File: config.mk
export PLATFORM = sky130hd
export DESIGN_NAME = hpf_framer
export DESIGN_NICKNAME = d
export VERILOG_FILES = /design/src/hpf_framer.v
export VERILOG_INCLUDE_DIRS = /design/src /design/src/src
export SDC_FILE = /design/constraint.sdc
export NUM_CORES = 1
export LEC_CHECK = 0
export BUFFER_PORTS_ARGS = -buffer_cell sky130_fd_sc_hd__buf_2
export CAP_MARGIN = 20
export CELL_PAD_IN_SITES_DETAIL_PLACEMENT = 0
export CELL_PAD_IN_SITES_GLOBAL_PLACEMENT = 1
export CORE_MARGIN = 5
export CORE_UTILIZATION = 41
export DETAILED_ROUTE_END_ITERATION = 6
export HOLD_SLACK_MARGIN = 0.1
export PLACE_DENSITY = 0.92
export SYNTH_ARGS = -nofsm -noshare
export SYNTH_HDL_FRONTEND = slang
export SYNTH_SLANG_ARGS = --single-unit
File: constraint.sdc
create_clock -name hclk -period 2.6 [get_ports hclk]
set_input_delay 0.52 -clock hclk [delete_from_list [all_inputs] [get_ports hclk]]
set_output_delay 0.52 -clock hclk [all_outputs]
set_load 0.02 [all_outputs]
File: src/hpf_defs.vh
// Offsets, field positions, reset values and block sizes for the parameter framer
`ifndef HPF_DEFS_VH
`define HPF_DEFS_VH

// Register word indexes, matched against address bits 7..2
`define HPF_CTRL 6'h00
`define HPF_CFG 6'h01
`define HPF_RXCL 6'h02
`define HPF_STAT 6'h03
`define HPF_CLR 6'h04
`define HPF_MS 6'h05
`define HPF_MP 6'h06
`define HPF_BND 6'h07
`define HPF_BNDA 6'h08
`define HPF_BNDB 6'h09

// Command bits, write one to act
`define HPF_C_START 0
`define HPF_C_REENTER 1
`define HPF_C_END_SEL 2
`define HPF_C_END_OTH 3
`define HPF_C_CLR_SENT 4

// Configuration fields
`define HPF_F_ADV 0
`define HPF_F_DIAG 1
`define HPF_F_SHORT 2
`define HPF_F_ISDN 3
`define HPF_F_TONES 4
`define HPF_F_USBND 5
`define HPF_F_USSHP 6
`define HPF_F_IMG 7
`define HPF_F_IMGN_LO 8
`define HPF_F_IMGT_LO 12
`define HPF_CFG_MASK 32'h0000_3FFF
`define HPF_CFG_RST 32'h0000_0000

// Peer CL capture fields
`define HPF_X_DIAG 0
`define HPF_X_SHORT 1

// Image type codes
`define HPF_IMG_OTHER 2'h0
`define HPF_IMG_CONJ 2'h1
`define HPF_IMG_ZERO 2'h2

// Block lengths in octets
`define HPF_BND_LEN 8'h06
`define HPF_IMG_LEN 8'h01

`endif

File: src/hpf_framer.v
// Handshake parameter field framer and remote-end start sequencer
//
// Notes on behaviour
// - MS selecting standard sets level-1 bit
// - Set level-1 bit implies level-2 field present
// - MS diagnostics bit is CL OR CLR
// - MS diagnostics bit picks diagnostics or initialization
// - MS short bit is CL AND CLR
// - MS short bit permits or forbids short init
// - MS level-2 bits zero, no level-3 blocks
// - Power-up or re-entry goes to silent state
// - Only host command leaves silent for tones
// - Handshake ending selected goes to quiet state
// - Advertising CLR sets a level-1 bit
// - CLR diagnostics bit follows local request
// - CLR short bit follows local support
// - CLR upstream blocks share CL layout
// - CLR downstream blocks absent, presence bits zero
// - CLR image block shares CL coding
// - MP fields identical to MS fields
// - Low tones bit only for ISDN options
// - Image octet holds n and type
// - Bounds block is six octets, 9-bit levels
`timescale 1ns/1ns
`default_nettype none
`include "hpf_defs.vh"

module hpf_framer #(
   parameter ADDR_W = 32
) (
   input wire hclk,
   input wire hresetn,
   input wire hsel,
   input wire [ADDR_W-1:0] haddr,
   input wire [1:0] htrans,
   input wire hwrite,
   input wire [2:0] hsize,
   input wire [31:0] hwdata,
   input wire hready,
   output reg [31:0] hrdata,
   output reg hreadyout,
   output reg hresp,
   output reg [3:0] hs_state,
   output reg diag_mode,
   output reg normal_init,
   output reg short_init_ok
);

   // One-hot handshake states
   // Any other code is illegal and falls back to silence
   localparam [3:0] ST_SIL = 4'h1;
   localparam [3:0] ST_TRQ = 4'h2;
   localparam [3:0] ST_QT1 = 4'h4;
   localparam [3:0] ST_OTH = 4'h8;

   // Two octets of a 9-bit level: high 3 bits, then low 6
   function [15:0] hpf_lvl;
      input [8:0] v;
      begin
         hpf_lvl = {5'h00, v[8:6], 2'h0, v[5:0]};
      end
   endfunction

   // Write data phase aimed at one register word
   function hpf_wr_hit;
      input pend;
      input [5:0] idx;
      input [5:0] want;
      begin
         hpf_wr_hit = pend & (idx == want);
      end
   endfunction

   // Low-tones bit; meaningless outside ISDN service options,
   // so both message builders clear it there
   function hpf_tones;
      input [31:0] c;
      begin
         hpf_tones = c[`HPF_F_TONES] & c[`HPF_F_ISDN];
      end
   endfunction

   // Bus capture of the pending data phase
   reg wr_pend_q; // Write data phase in progress
   reg rd_pend_q; // Read data phase, one wait state
   reg [5:0] addr_q; // Word index of the pending access

   // Software-owned registers
   reg [31:0] cfg_q; // Local capabilities and block contents
   reg [26:0] bnd_q; // Nominal, max nominal, max aggregate levels
   reg cl_diag_q; // Diagnostics bit of last peer CL
   reg cl_short_q; // Short-init bit of last peer CL
   reg cl_vld_q; // A peer CL has been recorded
   reg clr_diag_q; // Diagnostics bit of last sent CLR
   reg clr_short_q; // Short-init bit of last sent CLR
   reg clr_vld_q; // A CLR has been sent

   // Command strobes decoded from a control write
   // A strobe lasts the single write data phase cycle
   wire ctl_wr;
   wire [31:0] cmd;
   wire acc;

   // Built message fields
   // All of these are pure decode of the stored registers
   wire [7:0] img_oct;
   wire [31:0] clr_word;
   wire [31:0] ms_word;
   wire ms_spar1;
   wire ms_diag;
   wire ms_short;
   wire ms_tones;
   wire [47:0] bnd_blk;
   reg [31:0] rd_mux;

   // New access accepted in its address phase
   assign acc = hsel & hready & htrans[1];

   // Commands act in the write data phase
   assign ctl_wr = hpf_wr_hit(wr_pend_q, addr_q, `HPF_CTRL);
   assign cmd = ctl_wr ? hwdata : 32'h0000_0000;

   // Image octet: n in bits 5..2, type in bits 1..0
   assign img_oct = {2'h0, cfg_q[`HPF_F_IMGN_LO+3:`HPF_F_IMGN_LO],
                     cfg_q[`HPF_F_IMGT_LO+1:`HPF_F_IMGT_LO]};

   // Six octet bounds block, same coder as the CL block
   assign bnd_blk = {hpf_lvl(bnd_q[8:0]),
                     hpf_lvl(bnd_q[17:9]),
                     hpf_lvl(bnd_q[26:18])};

   // CLR fields; the level-2 field exists with the level-1 bit
   assign clr_word = {
      8'h00,
      img_oct,
      6'h00,
      cfg_q[`HPF_F_IMG],
      1'b0,
      1'b0,
      cfg_q[`HPF_F_USSHP],
      cfg_q[`HPF_F_USBND],
      cfg_q[`HPF_F_SHORT],
      cfg_q[`HPF_F_DIAG],
      hpf_tones(cfg_q),
      cfg_q[`HPF_F_ADV],
      cfg_q[`HPF_F_ADV]
   };

   // MS selection needs both capability exchanges seen
   // Diagnostics and short bits use the stored values even before
   // both exchanges are seen; the selection bit shows validity.
   assign ms_spar1 = cl_vld_q & clr_vld_q & cfg_q[`HPF_F_ADV];
   assign ms_diag = cl_diag_q | clr_diag_q;
   assign ms_short = cl_short_q & clr_short_q;
   // Tones bit has no meaning outside ISDN options
   assign ms_tones = hpf_tones(cfg_q);

   // MS fields: level-2 bits and level-3 count all zero
   assign ms_word = {
      16'h0000,
      4'h0,
      3'h0,
      4'h0,
      ms_short,
      ms_diag,
      ms_tones,
      ms_spar1,
      ms_spar1
   };

   // Read decode; unmapped words read zero
   // Decoded from the registered word index, so the mux has a whole
   // cycle before the data register loads
   always @* begin
      rd_mux = 32'h0000_0000;
      case (addr_q)
         `HPF_CFG: begin
            rd_mux = cfg_q;
         end
         `HPF_RXCL: begin
            rd_mux = {30'h0, cl_short_q, cl_diag_q};
         end
         `HPF_STAT: begin
            rd_mux = {23'h0, clr_vld_q, cl_vld_q, short_init_ok,
                      normal_init, diag_mode, hs_state};
         end
         `HPF_CLR: begin
            rd_mux = clr_word;
         end
         `HPF_MS: begin
            rd_mux = ms_word;
         end
         // MP reuses the MS builder so the two cannot drift apart
         `HPF_MP: begin
            rd_mux = ms_word;
         end
         `HPF_BND: begin
            rd_mux = {5'h00, bnd_q};
         end
         `HPF_BNDA: begin
            rd_mux = bnd_blk[47:16];
         end
         `HPF_BNDB: begin
            rd_mux = {8'h00, `HPF_BND_LEN, bnd_blk[15:0]};
         end
         default: begin
            rd_mux = 32'h0000_0000;
         end
      endcase
   end

   // Bus phase tracking; reads take one wait state so any
   // write just before them has landed before data is sampled
   // Writes finish with no wait state: the data phase edge is the
   // edge at which the register loads, so nothing waits on them.
   // The transfer size is not looked at; every register is one
   // whole word and narrower writes still load the full word.
   // The response is always okay: unmapped words simply read zero
   // and swallow writes, so no access waits longer than the one read wait state.
   always @(posedge hclk or negedge hresetn) begin
      if (!hresetn) begin
         wr_pend_q <= 1'b0;
         rd_pend_q <= 1'b0;
         addr_q <= 6'h00;
         hreadyout <= 1'b1;
         hrdata <= 32'h0000_0000;
         hresp <= 1'b0;
      end else begin
         hresp <= 1'b0;
         if (rd_pend_q) begin
            // Second cycle of a read: present data
            hrdata <= rd_mux;
            hreadyout <= 1'b1;
            rd_pend_q <= 1'b0;
            wr_pend_q <= 1'b0;
         end else if (acc) begin
            // New address phase: capture index, reads stall one cycle
            addr_q <= haddr[7:2];
            wr_pend_q <= hwrite;
            rd_pend_q <= ~hwrite;
            hreadyout <= hwrite;
         end else begin
            // Idle or deselected: nothing pending
            wr_pend_q <= 1'b0;
            hreadyout <= 1'b1;
         end
      end
   end

   // Configuration and bounds registers
   always @(posedge hclk or negedge hresetn) begin
      if (!hresetn) begin
         cfg_q <= `HPF_CFG_RST;
         bnd_q <= 27'h000_0000;
      end else begin
         // Bits above the field map are dropped so they always read zero
         if (hpf_wr_hit(wr_pend_q, addr_q, `HPF_CFG)) begin
            cfg_q <= hwdata & `HPF_CFG_MASK;
         end
         // Three 9-bit levels, kept raw; the octet coder works on reads
         if (hpf_wr_hit(wr_pend_q, addr_q, `HPF_BND)) begin
            bnd_q <= hwdata[26:0];
         end
      end
   end

   // Exchange memory: peer CL bits written by software,
   // CLR bits frozen at the moment the CLR goes out
   // Freezing the CLR bits matters: software may edit its request
   // after the CLR left, but the MS must follow what the peer saw.
   // Nothing clears the valid flags except reset, so a new session
   // simply overwrites the stored bits with the latest exchange.
   always @(posedge hclk or negedge hresetn) begin
      if (!hresetn) begin
         cl_diag_q <= 1'b0;
         cl_short_q <= 1'b0;
         cl_vld_q <= 1'b0;
         clr_diag_q <= 1'b0;
         clr_short_q <= 1'b0;
         clr_vld_q <= 1'b0;
      end else begin
         if (hpf_wr_hit(wr_pend_q, addr_q, `HPF_RXCL)) begin
            cl_diag_q <= hwdata[`HPF_X_DIAG];
            cl_short_q <= hwdata[`HPF_X_SHORT];
            cl_vld_q <= 1'b1;
         end
         if (cmd[`HPF_C_CLR_SENT]) begin
            clr_diag_q <= cfg_q[`HPF_F_DIAG];
            clr_short_q <= cfg_q[`HPF_F_SHORT];
            clr_vld_q <= 1'b1;
         end
      end
   end

   // Remote-end start sequencer; re-entry beats any other command
   // Silent: nothing on the line until the host says start.
   // Tones request: handshake under way; the host reports its end.
   // First quiet: this standard won; mode flags hold the MS outcome.
   // Other: the handshake chose some other mode of operation.
   // The mode flags are latched at the end so that later edits of
   // the exchange memory cannot change a training already begun.
   always @(posedge hclk or negedge hresetn) begin
      if (!hresetn) begin
         hs_state <= ST_SIL;
         diag_mode <= 1'b0;
         normal_init <= 1'b0;
         short_init_ok <= 1'b0;
      end else begin
         case (hs_state)
            ST_SIL: begin
               // Only the host leaves silence
               if (cmd[`HPF_C_START] && !cmd[`HPF_C_REENTER]) begin
                  hs_state <= ST_TRQ;
               end
            end
            ST_TRQ: begin
               // Re-entry first, then end selected, then end other
               if (cmd[`HPF_C_REENTER]) begin
                  hs_state <= ST_SIL;
               end else if (cmd[`HPF_C_END_SEL]) begin
                  hs_state <= ST_QT1;
                  diag_mode <= ms_diag;
                  normal_init <= ~ms_diag;
                  short_init_ok <= ms_short;
               end else if (cmd[`HPF_C_END_OTH]) begin
                  hs_state <= ST_OTH;
               end
            end
            ST_QT1, ST_OTH: begin
               // Stay put until the host asks for a new handshake
               if (cmd[`HPF_C_REENTER]) begin
                  hs_state <= ST_SIL;
                  diag_mode <= 1'b0;
                  normal_init <= 1'b0;
                  short_init_ok <= 1'b0;
               end
            end
            default: begin
               // Illegal code falls back to silence
               hs_state <= ST_SIL;
            end
         endcase
      end
   end

endmodule
`default_nettype wire

==> impl_metrics.csv, run 1 <==
group,metric,value,unit
die,die_h,113,um
timing,setup_viol_count_final,0,
logic_synthesis,synthCells,382,
cts,cts_buffer_depth,2,
logic_synthesis,synth.top_cell.area_share,50.6,%
logic_synthesis,postSynthAreaPerCell,11.4,sq um
timing,period_minus_slack,2.31,ns
cts,cts.reportedPaths.clkPinSlew,0.09,ns
logic_synthesis,yosysSeqAreaShare,51.8,%
pwr,leakagePower,0.00235,uW
global_routing,grt_pass1_wl,17.6,mm
critical_path,cp-start-kind,"register",
cts,cts_sinks,90,
cts,cts.repair.resized,0,
timing,fin_skew,0.0118,ns
critical_path,crit_type,"reg -> reg",
place,place_congestion,0.823,
critical_path,worstPathCellList,"or4b_1 -> nor2_8 -> nand2_4 -> mux2_1",
critical_path,r2r-end,"bnd_q[24]",
logic_synthesis,synth-edff-count,0,
timing,maxSlewHeadroom,52.8,%
die,core,10300,sq um
flow_run,cap_violations,0,
timing,fmax,433,MHz
place,dpl_cell_area,4810,sq um
drt,dr_total_vias,3341,
cts,cts_root_buf,"clkbuf_8",
cts,holdBufCountCts,0,
die,start_util,42.1,%
pwr,peakVddDrop,0.000321,V
cts,post_cts_buffers,0,
timing,fin_tns_setup,0,ns
critical_path,crit_required,2.84,ns
critical_path,cp_slowest_cell,"or4b_1",
timing,setup_ws,0.291,ns
critical_path,crit_fanout,28,
cells_and_area,synthToLayoutAreaGrowth,15.6,%
drt,firstDrtPassIters,5,
drt,wl,10.9,mm
place,hpwl,7.94,mm
global_routing,grt_max_degree,46,
logic_synthesis,yosys.area.top_type,"dfrtp_1",
timing,rsz0062_at_grt,"false",
drt,avgViaCountPerCell,5.66,
global_routing,grt_usage,17.3,%
cts,clk_latency,0.36,ns
critical_path,endpoint_kind,"register",
cts,htree_levels,3,
critical_path,critical_path_buf_inv_count,0,
cts,cts_tree,"done",
place,port_buffers,73,
die,die_area,12800,sq um
cells_and_area,final_util,48.7,%
critical_path,cp_top_family,"simple AND/OR/NAND/NOR gates",
min_path,hp-class,"in -> async",
logic_synthesis,synthTopCellsByArea,"dfrtp_1 (51%), mux2_2 (6.7%), mux2_4 (6.2%)",
critical_path,r2r_cells,4,
cells_and_area,drive_gt1_share,32.4,%
cells_and_area,antennaDiodeCount,0,
die,io_pins,115,
logic_synthesis,synth_cell_types,55,
drt,wire_per_inst,18.4,um
drt,dr.first_iter.drc_count,279,
global_routing,grt_overflow_total,0,
cells_and_area,fillCellCount,930,
critical_path,arrival,2.55,ns
timing,finalHoldViolCount,0,
logic_synthesis,yosys_warnings,0,
logic_synthesis,synth_area,4350,sq um
critical_path,crit_path_start,"addr_q[3]",
logic_synthesis,synthFlopType,"dfrtp_1",
die,die_w,113,um
cells_and_area,fin_cells,590,
timing,post-route-period-util,88.8,%
run_status,outcome,"finished, final reports clean",
cells_and_area,design_area,5030,sq um
die,num_rows,37,
logic_synthesis,async_flop_share,100,%
pwr,power.density,648,nW/um^2
global_routing,antenna_found_initial,0,
critical_path,r2r_setup_slack,0.29,ns
timing,max_slew.worst_pin.slew,0.705,ns
drt,ant_nets,0,
critical_path,r2r_start,"addr_q[3]",
timing,drv_slew,0,
drt,drc_errors,0,
cts,cts_buffers,9,
logic_synthesis,synth-seq-cells,90,
global_routing,grt_pass1_vias,3288,
place,dpl_worst_slack,0.345,ns
critical_path,max_stage_delay,0.78,ns
cells_and_area,fin_nets,523,
place,dp_cells,574,
-- metal layers --
layer | track usage [%] | share of wire [%] | vias to the layer above | routed length (um)
met3 | 3.21 | 6.4 | 22 | 700
met1 | 23.9 | 43 | 1683 | 4670
li1 | - | - | 1515 | -
met4 | 6.97 | 2.7 | 0 | 293
met5 | 0 | 0 | - | 0
met2 | 26.9 | 48 | 121 | 5210
-- cells by family after synthesis --
kind of cell / Yosys count / share of synthesized area (%)
AO/OA/AOI/OAI: 89 / 14.4
XOR/XNOR: 2 / 0.403
adder cells (fa/ha/maj): 1 / 0.230
buffers and inverters: 53 / 5.75
flip-flops: 90 / 51.8
multiplexers: 56 / 15.9
other: 1 / 0.0862
AND/OR/NAND/NOR: 90 / 11.5
-- cell type report --
| class | instances | area, sq um | share of cell area [%] |
|---|---|---|---|
| Inverter | 22 | 82.6 | 1.64 |
| Sequential cell | 90 | 2250 | 44.9 |
| Clock buffer | 12 | 145 | 2.89 |
| Timing Repair Buffer | 82 | 435 | 8.66 |
| Tap cell | 136 | 170 | 3.39 |
| Clock inverter | 4 | 75.1 | 1.49 |
| Multi-Input combinational cell | 244 | 1860 | 37.1 |
-- worst max path at each step --
stage / depth (start not counted) / slack [ns] / to
2_1_floorplan: 7 / 0.60 / bnd_q[10]
5_1_grt: 4 / 0.20 / bnd_q[24]
3_5_place_dp: 4 / 0.35 / bnd_q[22]
4_1_cts: 4 / 0.30 / bnd_q[24]
6_report: 4 / 0.29 / bnd_q[24]
3_3_place_gp: 4 / 0.37 / bnd_q[24]
-- placed cells by master (no fill, tap or decap), types with 7 or more instances in the layout --
cell      Yosys  routed
a21oi_1       9       9
o22ai_1      10      10
inv_1        22      22
mux2_2       26      26
dfrtp_1      88      88
nand2_1      18      18
a22oi_1      14      14
clkbuf_8      0      10
nor2_1       24      24
o21ai_0      17      17
buf_4         6      10
nand3_1      11      11
nor2b_1       7       7
a222oi_1      9       9
mux2_4       18      18
buf_2         5      72
-- state kept, by name (all words and copies together) (netlist names) --
signal	flops
bnd_q	27
hrdata	27
cfg_q	14
addr_q	6
hs_state	4
cl_diag_q	1
cl_short_q	1
cl_vld_q	1
clr_diag_q	1
clr_short_q	1
clr_vld_q	1
diag_mode	1
hreadyout	1
normal_init	1
rd_pend_q	1
short_init_ok	1
wr_pend_q	1
-- report_power, final --
part	switching [uW]	leakage (uW)	internal, uW
Combinational	289	0.00113	235
Clock	495	0.000103	569
Sequential	144	0.00112	1530
-- cells in the mapped netlist, drive strengths merged (9+ instances only) --
master	n
mux2	50
a21oi	9
buf	15
a222oi	9
o21ai	19
clkbuf	16
inv	22
nor2	25
nand3	11
dfrtp	88
a22oi	14
nand2	19
o22ai	10
-- stage by stage --
stage	hold slack (ns)	total power, uW
finish	0.142	3260
global route	0.200	3400
CTS	0.160	3270
detailed placement	0.498	2220
global placement	0.493	2200
floorplan	0.224	2030
-- worst register-to-register path, delay by kind of cell (launching register included) --
family	cells	cell delay [ns]
flops	1	0.48
mux	1	0.44
simple gates	3	1.28
(Power assumes the default switching activity.)
==> run 2: changes to the inputs <==
CORE_UTILIZATION = 37   (was 41)
PLACE_DENSITY = 0.88   (was 0.92)
SETUP_SLACK_MARGIN = 0.4   (was default)
clock period = 1.86 ns   (was 2.6 ns; I/O delays follow)
==> impl_metrics.csv, run 2 (same netlist as run 1, synthesis figures left out) <==
group,metric,value,unit
global_routing,grt_overflow_total,0,
timing,hold_slack,0.257,ns
cells_and_area,fin_nets,569,
global_routing,antenna_found_initial,0,
drt,drc_errors,0,
cts,cts_buffer_depth,2,
timing,setup_ws,-0.0451,ns
die,io_pins,115,
die,die_w,118,um
critical_path,endpoint_kind,"register",
timing,drv_slew,0,
critical_path,r2r_start,"addr_q[4]",
cells_and_area,antennaDiodeCount,0,
drt,avgViaCountPerCell,5.47,
drt,ant_nets,0,
timing,max_slew.worst_pin.slew,0.631,ns
run_status,violations,"setup timing",
cts,cts_sinks,90,
die,die_h,118,um
cells_and_area,mostFrequentLayoutCells,"dfrtp_1 (85), buf_2 (68), buf_4 (28)",
die,core,11500,sq um
place,dpl_cell_area,5050,sq um
cells_and_area,synthToLayoutAreaGrowth,38.3,%
critical_path,crit_type,"reg -> reg",
cts,clk_latency,0.34,ns
cells_and_area,drive_gt1_share,49.8,%
die,num_rows,39,
global_routing,grt_max_degree,43,
min_path,min_to,"bnd_q[18]",
critical_path,cp_top_family,"simple AND/OR/NAND/NOR gates",
critical_path,max_stage_delay,0.60,ns
drt,dr_total_vias,3515,
place,hpwl,8.33,mm
drt,wl,12.9,mm
drt,firstDrtPassIters,5,
critical_path,arrival,2.14,ns
cts,htree_levels,3,
timing,post-route-period-util,102,%
die,start_util,37.9,%
cells_and_area,design_area,6010,sq um
cts,cts_buffers,9,
drt,dr.first_iter.drc_count,268,
global_routing,grt_pass1_wl,19.8,mm
run_status,outcome,"complete, but fails checks",
timing,finalHoldViolCount,0,
place,dpl_worst_slack,-0.139,ns
pwr,leakagePower,0.00279,uW
timing,fmax,525,MHz
cells_and_area,reg_top3,"bnd_q: 27 flops, hrdata: 27 flops, cfg_q: 14 flops",
pwr,p_total,5440,uW
place,place_congestion,0.850,
min_path,hp-start,"hwdata[18]",
critical_path,r2r-end,"bnd_q[17]",
place,port_buffers,73,
cells_and_area,mostFrequentLayoutCell,"dfrtp_1",
pwr,power.density,905,nW/um^2
critical_path,cp_slowest_cell,"or4b_4",
timing,setup_viol_count_final,21,
timing,rsz0062_at_grt,"true",
min_path,hold_depth,2,
global_routing,grt_pass1_vias,3696,
cells_and_area,fillCellCount,959,
cts,cts.reportedPaths.clkPinSlew,0.07,ns
timing,period_minus_slack,1.91,ns
critical_path,r2r_cells,4,
critical_path,cp-start-kind,"register",
critical_path,critical_path_buf_inv_count,0,
pwr,peakVddDrop,0.000470,V
critical_path,worstPathCellList,"or4b_4 -> nor2_8 -> nand2_8 -> mux2_4",
critical_path,crit_required,2.09,ns
cts,cts_tree,"done",
min_path,hp-class,"in -> reg",
critical_path,crit_fanout,13,
flow_run,cap_violations,0,
cts,cts_root_buf,"clkbuf_16",
timing,fin_skew,0.00699,ns
timing,maxSlewHeadroom,57.9,%
drt,wire_per_inst,20.0,um
global_routing,grt_usage,17.7,%
critical_path,r2r_setup_slack,-0.05,ns
die,die_area,14000,sq um
-- run 2: layout make-up --
| type | instances | area (sq um) | area share [%] |
|---|---|---|---|
| timing repair buffer | 126 | 940 | 15.6 |
| clock inverter | 7 | 108 | 1.79 |
| tap | 143 | 179 | 2.98 |
| sequential | 90 | 2260 | 37.6 |
| clock buffer | 9 | 225 | 3.75 |
| inverter | 22 | 82.6 | 1.37 |
| multi-input combinational | 246 | 2220 | 36.9 |
-- run 2: repair_timing --
action,CTS,global route
endpoints found under the setup margin,83,84
setup buffers,11,7
endpoints found under the hold margin,27,0
gates cloned,2,1
pin swaps,18,20
gates resized for setup,55,55
hold buffers,1,0
-- run 2: report_power, final --
group / internal (uW) / leakage [uW] / total, uW / switching, uW
Combinational: 516 / 0.00152 / 1100 / 584
Sequential: 2140 / 0.00111 / 2300 / 168
Clock: 1200 / 0.000160 / 2040 / 832
-- run 2: metal layers --
metal | track usage, % | wire length (um) | part of all wire (%)
met1 | 22.3 | 5190 | 40
met2 | 30.4 | 6710 | 52
met3 | 4.11 | 721 | 5.6
met4 | 5.17 | 243 | 1.9
met5 | 0 | 0 | 0
-- run 2: worst max path at each step --
stage,from,to,slack (ns),cells after the start
final,addr_q[4],bnd_q[17],-0.05,4
after global routing,addr_q[4],bnd_q[1],-0.07,6
after CTS,addr_q[4],hrdata[21],0.0005,6
after detailed placement,addr_q[4],hrdata[1],-0.14,6
after global placement,addr_q[3],hs_state[0],-0.09,7
after floorplan,addr_q[3],bnd_q[10],-0.04,7
-- run 2: metrics by stage --
| step | instances | TNS [ns] | utilization, % |
|---|---|---|---|
| finish | 643 | -0.766 | 52.4 |
| CTS | 635 | 0 | 50.0 |
| floorplan | 387 | -0.674 | - |
| detailed placement | 605 | -1.73 | 44.0 |
| global route | 643 | -1.27 | 52.4 |
| global placement | 605 | -0.838 | 44.0 |
-- run 2: worst reg2reg max path, delay by kind of cell (launching register included) --
| family | cells | cell delay [ns] |
|---|---|---|
| DFF | 1 | 0.39 |
| and+or+nand+nor | 3 | 1.04 |
| muxes | 1 | 0.36 |
